## src/mhp_defines.svh

```systemverilog
// Constants for the multiplexed address/data host port
`ifndef MHP_DEFINES_SVH
`define MHP_DEFINES_SVH

// Width of the shared address/data bus
`define MHP_BUS_W        8
// Width of the synchroniser vectors and bit positions of the strobes inside them
`define MHP_STB_W        4
`define MHP_STB_ALE      0
`define MHP_STB_CS       1
`define MHP_STB_RD       2
`define MHP_STB_WR       3
// Idle pin levels: address strobe low, active-low strobes high
`define MHP_STB_IDLE     4'hE
// Reset values of the captured words and the output data
`define MHP_ADDR_RST     8'h00
`define MHP_DATA_RST     8'h00
// Cycles from a memory read pulse to valid read data
`define MHP_MEM_RD_LAT   1

`endif

```

## src/mhp_pkg.sv

```systemverilog
// Types shared by the host port modules
package mhp_pkg;

  // Phases of one host bus cycle, one-hot
  typedef enum logic [3:0] {
    MHP_IDLE  = 4'b0001,
    MHP_ADDR  = 4'b0010,
    MHP_READ  = 4'b0100,
    MHP_WRITE = 4'b1000
  } mhp_state_t;

  // Which store an access reaches
  typedef enum logic {
    MHP_TGT_CLOCK = 1'b0,
    MHP_TGT_XRAM  = 1'b1
  } mhp_target_t;

endpackage

```

## src/mhp_strobe_if.sv

```systemverilog
// Synchronised strobes and bus samples passed from the pin sampler to the port logic
interface mhp_strobe_if;
  logic [7:0] bus_s3;
  logic       ale_s3;
  logic       wr_n_s3;
  logic       cs_n_lvl;
  logic       rd_n_lvl;
  logic       wr_n_lvl;
  logic       ale_fall;
  logic       rd_fall;
  logic       rd_rise;
  logic       wr_fall;
  logic       wr_rise;

  modport src (
    output bus_s3, ale_s3, wr_n_s3, cs_n_lvl, rd_n_lvl, wr_n_lvl,
    output ale_fall, rd_fall, rd_rise, wr_fall, wr_rise
  );
  modport dst (
    input bus_s3, ale_s3, wr_n_s3, cs_n_lvl, rd_n_lvl, wr_n_lvl,
    input ale_fall, rd_fall, rd_rise, wr_fall, wr_rise
  );
endinterface

```

## src/mhp_pin_sync.sv

```systemverilog
// Three-stage pin sampler with agreement filter and edge pulses
`include "mhp_defines.svh"
module mhp_pin_sync
  import mhp_pkg::*;
(
  input  wire logic                   clk,
  input  wire logic                   rst_n,
  input  wire logic [`MHP_BUS_W-1:0]  bus_pin,
  input  wire logic [`MHP_STB_W-1:0]  stb_pin,
  mhp_strobe_if.src                   sif
);

  logic [`MHP_STB_W-1:0] s1_reg;
  logic [`MHP_STB_W-1:0] s2_reg;
  logic [`MHP_STB_W-1:0] s3_reg;
  logic [`MHP_STB_W-1:0] lvl_reg;
  logic [`MHP_STB_W-1:0] lvl_next;
  logic [`MHP_STB_W-1:0] rise_reg;
  logic [`MHP_STB_W-1:0] fall_reg;
  logic [`MHP_BUS_W-1:0] b1_reg;
  logic [`MHP_BUS_W-1:0] b2_reg;
  logic [`MHP_BUS_W-1:0] b3_reg;

  ////////////////////////////////////////////////////////////////////////////
  // Strobe and bus pipelines; bus kept in step so stage 3 pairs with strobes
  always_ff @(posedge clk or negedge rst_n) begin
    if (!rst_n) begin
      s1_reg <= `MHP_STB_IDLE;
      s2_reg <= `MHP_STB_IDLE;
      s3_reg <= `MHP_STB_IDLE;
      b1_reg <= `MHP_DATA_RST;
      b2_reg <= `MHP_DATA_RST;
      b3_reg <= `MHP_DATA_RST;
    end else begin
      s1_reg <= stb_pin;
      s2_reg <= s1_reg;
      s3_reg <= s2_reg;
      b1_reg <= bus_pin;
      b2_reg <= b1_reg;
      b3_reg <= b2_reg;
    end
  end

  // A level change counts only once stages two and three agree
  always_comb begin
    lvl_next = (s2_reg & ~(s2_reg ^ s3_reg)) | (lvl_reg & (s2_reg ^ s3_reg));
  end

  // Filtered level and one-cycle edge pulses
  always_ff @(posedge clk or negedge rst_n) begin
    if (!rst_n) begin
      lvl_reg  <= `MHP_STB_IDLE;
      rise_reg <= '0;
      fall_reg <= '0;
    end else begin
      lvl_reg  <= lvl_next;
      rise_reg <= lvl_next & ~lvl_reg;
      fall_reg <= ~lvl_next & lvl_reg;
    end
  end

  assign sif.bus_s3   = b3_reg;
  assign sif.ale_s3   = s3_reg[`MHP_STB_ALE];
  assign sif.wr_n_s3  = s3_reg[`MHP_STB_WR];
  assign sif.cs_n_lvl = lvl_reg[`MHP_STB_CS];
  assign sif.rd_n_lvl = lvl_reg[`MHP_STB_RD];
  assign sif.wr_n_lvl = lvl_reg[`MHP_STB_WR];
  assign sif.ale_fall = fall_reg[`MHP_STB_ALE];
  assign sif.rd_fall  = fall_reg[`MHP_STB_RD];
  assign sif.rd_rise  = rise_reg[`MHP_STB_RD];
  assign sif.wr_fall  = fall_reg[`MHP_STB_WR];
  assign sif.wr_rise  = rise_reg[`MHP_STB_WR];

endmodule

```

## src/mhp_host_port.sv

```systemverilog
// Multiplexed address/data host port of the clock device
// Functional notes
// - Same eight pins carry the address first, then data, in every bus cycle.
// - Host sets address before late address strobe; device captures it then.
// - Device drives eight read data bits in the late part of read strobe.
// - Read strobe rising ends the read and releases the bus.
// - Same bus reaches the extended user RAM as well as clock registers.
// - Internal fetch overlaps the address-to-data turnaround, adding no delay.
// - Address is latched on the falling edge of the address strobe.
// - Chip select low throughout a strobe is needed for any data transfer.
// - Bus drivers only on during read strobe; write strobe sets write window.
`include "mhp_defines.svh"
module mhp_host_port
  import mhp_pkg::*;
(
  input  wire logic                   clk,
  input  wire logic                   reset_n,
  // Host pins
  input  wire logic [`MHP_BUS_W-1:0]  muxed_bus_in,
  output logic      [`MHP_BUS_W-1:0]  muxed_bus_out,
  output logic                        muxed_bus_oe,
  input  wire logic                   ale,
  input  wire logic                   cs_n,
  input  wire logic                   rd_n,
  input  wire logic                   wr_n,
  // Bank steering from the device's own control logic
  input  wire logic                   xram_select,
  // Internal store side
  output logic      [`MHP_BUS_W-1:0]  mem_addr,
  output logic                        mem_xram,
  output logic                        mem_rd,
  output logic                        mem_wr,
  output logic      [`MHP_BUS_W-1:0]  mem_wdata,
  input  wire logic [`MHP_BUS_W-1:0]  mem_rdata,
  output logic                        cycle_busy
);

  logic                  rst_meta_reg;
  logic                  rst_n_reg;
  mhp_state_t            state_reg;
  mhp_state_t            state_next;
  logic [`MHP_BUS_W-1:0] addr_cand_reg;
  logic [`MHP_BUS_W-1:0] addr_reg;
  logic                  tgt_reg;
  logic [`MHP_BUS_W-1:0] wdata_cand_reg;
  logic [`MHP_BUS_W-1:0] wdata_reg;
  logic                  cs_ok_reg;
  logic                  drive_reg;
  logic [`MHP_BUS_W-1:0] rdata_reg;
  logic                  rd_pend_reg;
  logic                  rd_req;
  logic                  wr_commit;

  mhp_strobe_if sif ();

  ////////////////////////////////////////////////////////////////////////////
  // Reset release through two flops; assertion stays asynchronous
  always_ff @(posedge clk or negedge reset_n) begin
    if (!reset_n) begin
      rst_meta_reg <= 1'b0;
      rst_n_reg    <= 1'b0;
    end else begin
      rst_meta_reg <= 1'b1;
      rst_n_reg    <= rst_meta_reg;
    end
  end

  // Pin sampler; strobes carry no clock of their own
  mhp_pin_sync u_sync (
    .clk     (clk),
    .rst_n   (rst_n_reg),
    .bus_pin (muxed_bus_in),
    .stb_pin ({wr_n, rd_n, cs_n, ale}),
    .sif     (sif)
  );

  ////////////////////////////////////////////////////////////////////////////
  // Address candidate follows the bus while the strobe is sampled high,
  // so the last sample before the fall is the one kept
  always_ff @(posedge clk or negedge rst_n_reg) begin
    if (!rst_n_reg) begin
      addr_cand_reg <= `MHP_ADDR_RST;
    end else if (sif.ale_s3) begin
      addr_cand_reg <= sif.bus_s3;
    end
  end

  // Address and bank latched at the strobe fall, chip select not needed
  always_ff @(posedge clk or negedge rst_n_reg) begin
    if (!rst_n_reg) begin
      addr_reg <= `MHP_ADDR_RST;
      tgt_reg  <= MHP_TGT_CLOCK;
    end else if (sif.ale_fall) begin
      addr_reg <= addr_cand_reg;
      tgt_reg  <= xram_select;
    end
  end

  // Write data candidate tracks the bus while the write strobe is low;
  // the value sampled last before the rise is the one committed
  always_ff @(posedge clk or negedge rst_n_reg) begin
    if (!rst_n_reg) begin
      wdata_cand_reg <= `MHP_DATA_RST;
    end else if (!sif.wr_n_s3) begin
      wdata_cand_reg <= sif.bus_s3;
    end
  end

  ////////////////////////////////////////////////////////////////////////////
  // Bus cycle phases
  always_comb begin
    state_next = state_reg;
    case (state_reg)
      MHP_IDLE: begin
        if (sif.ale_fall) begin
          state_next = MHP_ADDR;
        end
      end
      MHP_ADDR: begin
        if (sif.rd_fall) begin
          state_next = MHP_READ;
        end else if (sif.wr_fall) begin
          state_next = MHP_WRITE;
        end
      end
      MHP_READ: begin
        if (sif.rd_rise) begin
          state_next = MHP_IDLE;
        end
      end
      MHP_WRITE: begin
        if (sif.wr_rise) begin
          state_next = MHP_IDLE;
        end
      end
      default: begin
        state_next = MHP_IDLE;
      end
    endcase
    // A new address strobe always restarts the cycle
    if (sif.ale_fall) begin
      state_next = MHP_ADDR;
    end
  end

  always_ff @(posedge clk or negedge rst_n_reg) begin
    if (!rst_n_reg) begin
      state_reg <= MHP_IDLE;
    end else begin
      state_reg <= state_next;
    end
  end

  // Chip select must stay low for the whole strobe
  always_ff @(posedge clk or negedge rst_n_reg) begin
    if (!rst_n_reg) begin
      cs_ok_reg <= 1'b0;
    end else if (sif.rd_fall || sif.wr_fall) begin
      cs_ok_reg <= !sif.cs_n_lvl;
    end else if (sif.cs_n_lvl) begin
      cs_ok_reg <= 1'b0;
    end
  end

  ////////////////////////////////////////////////////////////////////////////
  // Write commit at the write strobe rise, only for a selected cycle
  assign wr_commit = (state_reg == MHP_WRITE) && sif.wr_rise && cs_ok_reg && !sif.cs_n_lvl;

  always_ff @(posedge clk or negedge rst_n_reg) begin
    if (!rst_n_reg) begin
      wdata_reg <= `MHP_DATA_RST;
      mem_wr    <= 1'b0;
    end else begin
      mem_wr <= wr_commit;
      if (wr_commit) begin
        wdata_reg <= wdata_cand_reg;
      end
    end
  end

  // Fetch starts as soon as the address is known, hiding the bus
  // turnaround; a refetch after a write keeps read-after-write coherent
  assign rd_req = sif.ale_fall || wr_commit || (sif.rd_fall && !sif.cs_n_lvl);

  always_ff @(posedge clk or negedge rst_n_reg) begin
    if (!rst_n_reg) begin
      mem_rd      <= 1'b0;
      rd_pend_reg <= 1'b0;
      rdata_reg   <= `MHP_DATA_RST;
    end else begin
      mem_rd      <= rd_req;
      rd_pend_reg <= mem_rd;
      if (rd_pend_reg) begin
        rdata_reg <= mem_rdata;
      end
    end
  end

  // Drive permission follows the synchronised read strobe
  always_ff @(posedge clk or negedge rst_n_reg) begin
    if (!rst_n_reg) begin
      drive_reg <= 1'b0;
    end else if (sif.rd_rise || sif.cs_n_lvl) begin
      drive_reg <= 1'b0;
    end else if (sif.rd_fall && state_reg == MHP_ADDR) begin
      drive_reg <= 1'b1;
    end
  end

  ////////////////////////////////////////////////////////////////////////////
  // Enable is also gated by the raw pins so the bus is let go the moment
  // the read strobe or chip select rises, not five clocks later
  assign muxed_bus_oe  = drive_reg && !rd_n && !cs_n;
  assign muxed_bus_out = rdata_reg;
  assign mem_addr      = addr_reg;
  assign mem_xram      = tgt_reg;
  assign mem_wdata     = wdata_reg;
  assign cycle_busy    = (state_reg != MHP_IDLE);

endmodule

```

## config.mk

```make
export PLATFORM = sky130hd
export DESIGN_NAME = mhp_host_port
export DESIGN_NICKNAME = d
export VERILOG_FILES = /design/src/mhp_pkg.sv /design/src/mhp_strobe_if.sv /design/src/mhp_pin_sync.sv /design/src/mhp_host_port.sv
export VERILOG_INCLUDE_DIRS = /design/src
export SDC_FILE = /design/constraint.sdc
export NUM_CORES = 1
export LEC_CHECK = 0
export ABC_CLOCK_PERIOD_IN_PS = 6810
export BUFFER_PORTS_ARGS = -buffer_cell sky130_fd_sc_hd__buf_2
export CAP_MARGIN = 20
export CORE_UTILIZATION = 59
export DETAILED_ROUTE_END_ITERATION = 8
export PLACE_DENSITY_LB_ADDON = 0.05
export SETUP_SLACK_MARGIN = 0.5
export SLEW_MARGIN = 25
export SYNTH_ARGS = -nofsm -noshare
export SYNTH_HDL_FRONTEND = slang
export SYNTH_SLANG_ARGS = --single-unit
```

## constraint.sdc

```tcl
create_clock -name clk -period 6.81 [get_ports clk]
set_clock_uncertainty 0.2 [all_clocks]
set_input_delay 0.681 -clock clk [delete_from_list [all_inputs] [get_ports clk]]
set_output_delay 0.681 -clock clk [all_outputs]
set_load 0.02 [all_outputs]
```

---- Word-level counts from Yosys, hierarchy flattened ----
Cells that the tools add are included.
word-level totals
  register bits ........................... 100
  input port bits ......................... 23
  output and inout port bits .............. 29
  word-level logic and storage cells ...... 68
cells by class
  equality and inequality tests ........... 9
  multiplexer cells ....................... 10
  bitwise logic cells ..................... 9
  reduce and logical (&&, ||, !) cells .... 17
operators by type and width
  cell                count
  $mux 4              5
  $and 4x4->4         4
  $pmux 4 s4          1
  $not 4->4           3
  $ne 4x1->1 const B  2
  $logic_and 1x1->1   7
  $ne 3x1->1 const B  2
  $eq 4x1->1 const B  1
  $eq 4x2->1 const B  1
  $eq 4x3->1 const B  1
  $eq 4x4->1 const B  1
  $logic_or 1x1->1    4
  $mux 1              4
  $or 4x4->4          1
  $reduce_and 4->1    1
  $reduce_bool 2->1   2
  $xor 4x4->4         1
  $logic_not 1->1     3
  $ne 2x1->1 const B  1

---- Logic depth before layout (Yosys ltp) ----
Gate-level depths: netlist of the first run.
  depth in word-level cells ............... 6
  gate-level depth with buffers ........... 4
  depth with buffers taken out ............ 3

---- By module ----
From an unflattened synthesis of the first run, not the netlist that was laid out.
second synthesis, totals
  cells, all modules ...................... 176
  area, all modules ....................... 3,161.8 um^2
modules (own cells, without submodules)
  module         times used  cells each  area each (um^2)  sequential area each (um^2)
  mhp_host_port  1           122         1,934.4           1,302.5
  mhp_pin_sync   1           54          1,227.4           1,141.1

---- Worst setup path after synthesis of the first run ----
No wires, ideal clock.
  path kind ............................... in2out
  from .................................... input rd_n
  to ...................................... output muxed_bus_oe
  data arrival time ....................... 1,208 ps
  data required time ...................... 5,929 ps
  setup slack ............................. 4,721 ps
  stages on the path ...................... 1
  buffers on the path ..................... 0
  path through ............................ nor3b_1
between the ends
  cells in the longest elaborated chain, start to end .. 3
RTL lines
  item                             line                  text
  start: declaration               mhp_host_port.sv:24   input wire logic rd_n,
  $logic_not 1->1                  mhp_host_port.sv:213  assign muxed_bus_oe = drive_reg && !rd_n && !cs_n;
  $logic_and 1x1->1 (2 in series)  mhp_host_port.sv:213
  end: declaration                 mhp_host_port.sv:21   output logic muxed_bus_oe,
No other way between the ends.

---- Worst setup path in the final report of the first run ----
  from .................................... register state_reg[2]
  to ...................................... output cycle_busy
between the ends
  cells in the longest elaborated chain, start to end .. 1
RTL lines
  item                      line                  text
  start: declaration        mhp_host_port.sv:40   mhp_state_t state_reg;
  start signal: assignment  mhp_host_port.sv:150  state_reg <= state_next;
  $ne 4x1->1                mhp_host_port.sv:218  assign cycle_busy = (state_reg != MHP_IDLE);
  end: declaration          mhp_host_port.sv:35   output logic cycle_busy
No other way between the ends.

==> results of run 1 <==
-- layout make-up --
type | count | area [um^2]
Multi-Input combinational cell | 81 | 746
Inverter | 1 | 3.75
Tap cell | 70 | 87.6
Sequential cell | 97 | 2450
Clock buffer | 13 | 149
Timing Repair Buffer | 53 | 293
Fill cell | 346 | 1430
Clock inverter | 3 | 17.5
-- placed cells by master, fill, tap and decap left out, drive strengths merged, types with 2 or more instances in the layout --
cell	instances
clkbuf	13
dfrtp	84
nor2	7
clkinv	2
nor3	2
a21oi	4
nor3b	5
buf	52
maj3	3
a21o	2
nor4b	2
nand3b	2
nand2	4
dfstp	13
mux2	41
-- logic make-up after synthesis --
kind of cell,count (synthesis),share of synthesized area
buf+inv,6,0.00932
simple gates,26,0.0486
other cells,1,0.00116
mux,41,0.153
compound gates,10,0.0198
fa+ha+maj,3,0.00933
flops,97,0.759
-- where the power goes --
group	internal (mW)	switching [mW]
sequential	0.635	0.0372
clock	0.142	0.173
combinational	0.0614	0.0689
-- cells in the mapped netlist (all sizes together) --
library cell  number
a211o              1
nand3b             2
and3b              1
buf                1
nor3               2
maj3               3
nor2               7
nand2b             1
mux2              41
o21ai              1
dfrtp             84
a21o               2
and4               1
conb               1
clkbuf             4
a21oi              4
nand2              4
nand4bb            1
o22ai              1
nor3b              5
inv                1
a211oi             1
nor4b              2
dfstp             13
-- layer usage --
metal	part of all wire	wire length (um)	track usage	vias up
li1	-	-	-	747
met1	0.44	2130	0.238	838
met2	0.51	2440	0.298	37
met3	0.031	150	0.0450	7
met4	0.015	74	0.109	0
met5	0	0	0	-
-- stage by stage --
stage	area [um^2]	hold slack, ns	total power, mW
5_1_grt	3740	0.135	1.17
4_1_cts	3740	0.115	1.13
6_report	3740	0.0942	1.12
3_3_place_gp	3540	0.133	0.803
2_1_floorplan	3220	0.131	0.760
3_5_place_dp	3570	0.107	0.817
-- final timing paths --
path	cells past startpoint	startpoint	slack [ns]	end
worst max-delay path	3	state_reg[2]	4.72	cycle_busy
worst max register to register	3	state_reg[2]	4.84	mem_wdata[5]
min in group clk	0	u_sync.b2_reg[4]	0.15	u_sync.sif.bus_s3[4]
worst min register to register	0	rst_n_reg	0.09	u_sync.sif.bus_s3[7]
max in group asynchronous	1	rst_n_reg	5.64	u_sync.lvl_reg[3]
worst min-delay path	0	rst_n_reg	0.09	u_sync.sif.bus_s3[7]
==> impl_metrics.csv, run 1 <==
group,metric,value,unit
floorplan,fp.coreArea,5170,um^2
routing,routed_wl,4800,um
routing,drt_iter0_markers,72,
routing,drc_errors,0,
synth,syn_area_per_cell,17.5,um^2
floorplan,die_area,5760,um^2
setup_path,end_kind,"primary output",
grt,gr-total-overflow,0,
grt,antenna_found_initial,0,
outcome,status,"finished clean",
placement,pre_cts_slack,4.77,ns
clock_tree,cts_tree,"built",
setup_path,critPathLaunchType,"flip-flop",
clock_tree,cts-buffers-inserted,9,
timing,setup_ws,4.72,ns
placement,place_hpwl,3280,um
clock_tree,post_cts.repair.setup_buffers,0,
synth,synth_top_cell_area_share,0.653,
routing,num_vias,1629,
clock_tree,clockBufferDepth,2,
floorplan,ios,52,
grt,grt_pass1_wl,7510,um
synth,synthCells,184,
timing,max_freq,479,MHz
grt,grt_max_degree,59,
placement,dp.cells,301,
timing,tns,0,ns
setup_path,crit_path_max_incr_delay,0.46,ns
routing,wl_per_cell,15.1,um
clock_tree,insertion_delay,0.34,ns
grt,grt_pass1_vias,1637,
floorplan,start_util,0.622,
synth,syn_area,3220,um^2
timing,worst_slew_pin_slew,0.809,ns
synth,yosys.area.top_type,"dfrtp_1",
floorplan,die_y,75.9,um
setup_path,slowest_stage,"dfrtp_1",
min_path,hold_path.class,"flip-flop to asynchronous set/reset pin",
finish,nNetsFinal,266,
clock_tree,h-tree-depth,3,
setup_path,required,5.93,ns
clock_tree,cts_sinks,97,
timing,hold_viol,0,
finish,antenna_cells,0,
setup_path,worstPathArrival,1.21,ns
clock_tree,cts_hold_buf,1,
clock_tree,clockRootBuffer,"clkbuf_8",
routing,vias_per_cell,5.12,
placement,portBuffers,51,
timing,slew_headroom,0.453,
power,irDropWorstVdd,0.000232,V
timing,period_minus_slack,2.09,ns
synth,synthTopCellsByArea,"dfrtp_1 (65%), mux2_2 (12%), dfstp_2 (11%), mux2_4 (3.7%), nor3b_1 (1.2%)",
routing,first_pass_iters,4,
placement,place_congestion,0.704,
finish,drive_gt1_frac,0.488,
setup_path,path_buf_inv,1,
routing,ant_nets,0,
timing,grt_setup_unrepaired,"no",
synth,synth.distinct_cells,26,
clock_tree,clk_pin_slew,0.08,ns
grt,grt_usage,0.188,
timing,slew_violations,0,
synth,syn_nets,207,
clock_tree,cts_resized,0,
synth,seq_area_frac_synth,0.759,
floorplan,die_w,75.9,um
floorplan,placementRows,26,
setup_path,worstSetupPathType,"flip-flop to primary output",
timing,setup_violations,0,
setup_path,crit_family,"flip-flops",
finish,area_growth,16.3,%
setup_path,critical_path.cell_chain,"nor2_1 -> nand3b_1 -> buf_2",
finish,finalNonFillerCells,318,
synth,ys_warn_count,0,
synth,synth.ff_latch_count,97,
finish,final_util,0.724,
power,leakagePower,1.76,nW
timing,fin_crit_sh,0.307,
power,powerDensity,298,nW/um^2
setup_path,path_max_fanout,8,
run,drv_cap,0,
Note: power is estimated with default switching activity, not from simulation.
==> run 2: changes to the inputs <==
- ABC_CLOCK_PERIOD_IN_PS: 6810 -> 1700
- CORE_UTILIZATION: 59 -> 49
- clock period: 6.81 -> 1.7 ns (I/O delays scaled with it)
==> run 2 against run 1 <==
Net effect: sequential share of layout area fell by 13 points; the run now ends with negative hold slack left; wire length up 26%; critical path depth is the same; first-iteration DRC count increased by 76%; highest routed layer unchanged.
==> impl_metrics.csv, run 2 (synthesis results as in run 1) <==
group,metric,value,unit
outcome,status,"finished with violations",
outcome,violations,"negative hold slack",
min_path,hold_path.class,"flip-flop to asynchronous set/reset pin",
setup_path,r2r_start,"state_reg[2]",
setup_path,worstSetupPathType,"flip-flop to flip-flop",
floorplan,die_w,83.1,um
placement,place_hpwl,3510,um
finish,drive_gt1_frac,0.580,
grt,grt_max_degree,41,
power,powerDensity,1120,nW/um^2
routing,vias_per_cell,4.95,
setup_path,critPathLaunchType,"flip-flop",
timing,holdWs,-0.0386,ns
setup_path,required,1.73,ns
routing,first_pass_iters,4,
floorplan,die_area,6900,um^2
placement,portBuffers,51,
timing,setup_violations,0,
power,irDropWorstVdd,0.000804,V
finish,design_area,4710,um^2
finish,area_growth,46.2,%
floorplan,ios,52,
clock_tree,insertion_delay,0.35,ns
timing,period_minus_slack,1.60,ns
placement,pre_cts_slack,-0.121,ns
grt,grt_pass1_vias,2123,
routing,routed_wl,6030,um
floorplan,fp.coreArea,6350,um^2
grt,grt_pass1_wl,10200,um
timing,hold_viol,6,
setup_path,r2r-end,"mem_wdata[6]",
floorplan,placementRows,29,
finish,nNetsFinal,330,
grt,grt_usage,0.193,
timing,slew_violations,0,
power,leakagePower,2.22,nW
power,totalPowerFinal,5.26,mW
timing,tns,0,ns
routing,ant_nets,0,
routing,drt_iter0_markers,127,
routing,wl_per_cell,15.5,um
grt,antenna_found_initial,0,
clock_tree,cts_hold_buf,23,
finish,layout_common_cells,"dfrtp_1 (80), buf_6 (37), buf_4 (30)",
clock_tree,cts_tree,"built",
clock_tree,cts_sinks,97,
setup_path,end_kind,"flip-flop",
floorplan,start_util,0.507,
finish,mostFrequentLayoutCell,"dfrtp_1",
placement,place_congestion,0.787,
setup_path,rrSetupSlack,0.1,ns
routing,num_vias,1924,
clock_tree,clockRootBuffer,"clkbuf_8",
finish,antenna_cells,0,
clock_tree,cts-buffers-inserted,9,
clock_tree,clk_pin_slew,0.09,ns
floorplan,die_y,83.1,um
timing,setup_ws,0.0986,ns
clock_tree,clockBufferDepth,2,
timing,fin_crit_sh,0.942,
clock_tree,h-tree-depth,3,
timing,grt_setup_unrepaired,"yes",
timing,max_freq,624,MHz
placement,placed_area,3700,um^2
run,drv_cap,0,
grt,gr-total-overflow,0,
setup_path,ff2ff_path_depth,3,
routing,drc_errors,0,
setup_path,path_max_fanout,5,
setup_path,worstPathArrival,1.63,ns
## run 2: metrics by stage
| step | cells | util |
|---|---|---|
| floorplan | 184 | - |
| global placement | 316 | 0.583 |
| detailed placement | 316 | 0.583 |
| CTS | 379 | 0.723 |
| global route | 389 | 0.741 |
| finish | 389 | 0.741 |
## run 2: cell type report
type | count | area (um^2)
Inverter | 1 | 3.75
Timing Repair Buffer | 116 | 1060
Clock buffer | 10 | 128
Fill cell | 408 | 1640
Multi-Input combinational cell | 82 | 878
Tap cell | 77 | 96.3
Sequential cell | 97 | 2450
Clock inverter | 6 | 90.1
## run 2: timing repair
item / CTS / global route
hold endpoints to repair: 29 / 6
setup buffers: 23 / 10
gates cloned: 1 / 0
resized for setup: 81 / 11
pin swaps: 4 / 5
setup endpoints to repair: 80 / 69
## run 2: worst max-delay path, cell delays in order (launching register included)
cell and delay, ns:
dfrtp_1 0.41, and3b_1 0.27, and4_4 0.30, mux2_4 0.32
## run 2: how the worst max path moves through the flow
| stage | start | endpoint | cells past startpoint |
|---|---|---|---|
| finish | state_reg[2] | mem_wdata[6] | 3 |
| detailed placement | state_reg[1] | mem_wdata[6] | 3 |
| CTS | state_reg[3] | cycle_busy | 4 |
| global placement | state_reg[2] | mem_wdata[6] | 3 |
| floorplan | state_reg[2] | mem_wdata[0] | 4 |
| global route | state_reg[2] | cycle_busy | 4 |
## run 2: layer usage
layer  vias up  part of all wire  global-route usage
met5         -                 0                   0
met4         0             0.016              0.0831
met3         9             0.036              0.0487
met2        50              0.53               0.333
met1       987              0.42               0.231
li1        878                 -                   -
## run 2: report_power, final
group          leakage [nW]  internal [mW]  switching [mW]  total (mW)
sequential             1.16           2.55           0.159        2.70
clock                 0.107          0.834           0.763        1.60
combinational         0.952          0.597           0.360       0.958
total                  2.22           3.98            1.28        5.26
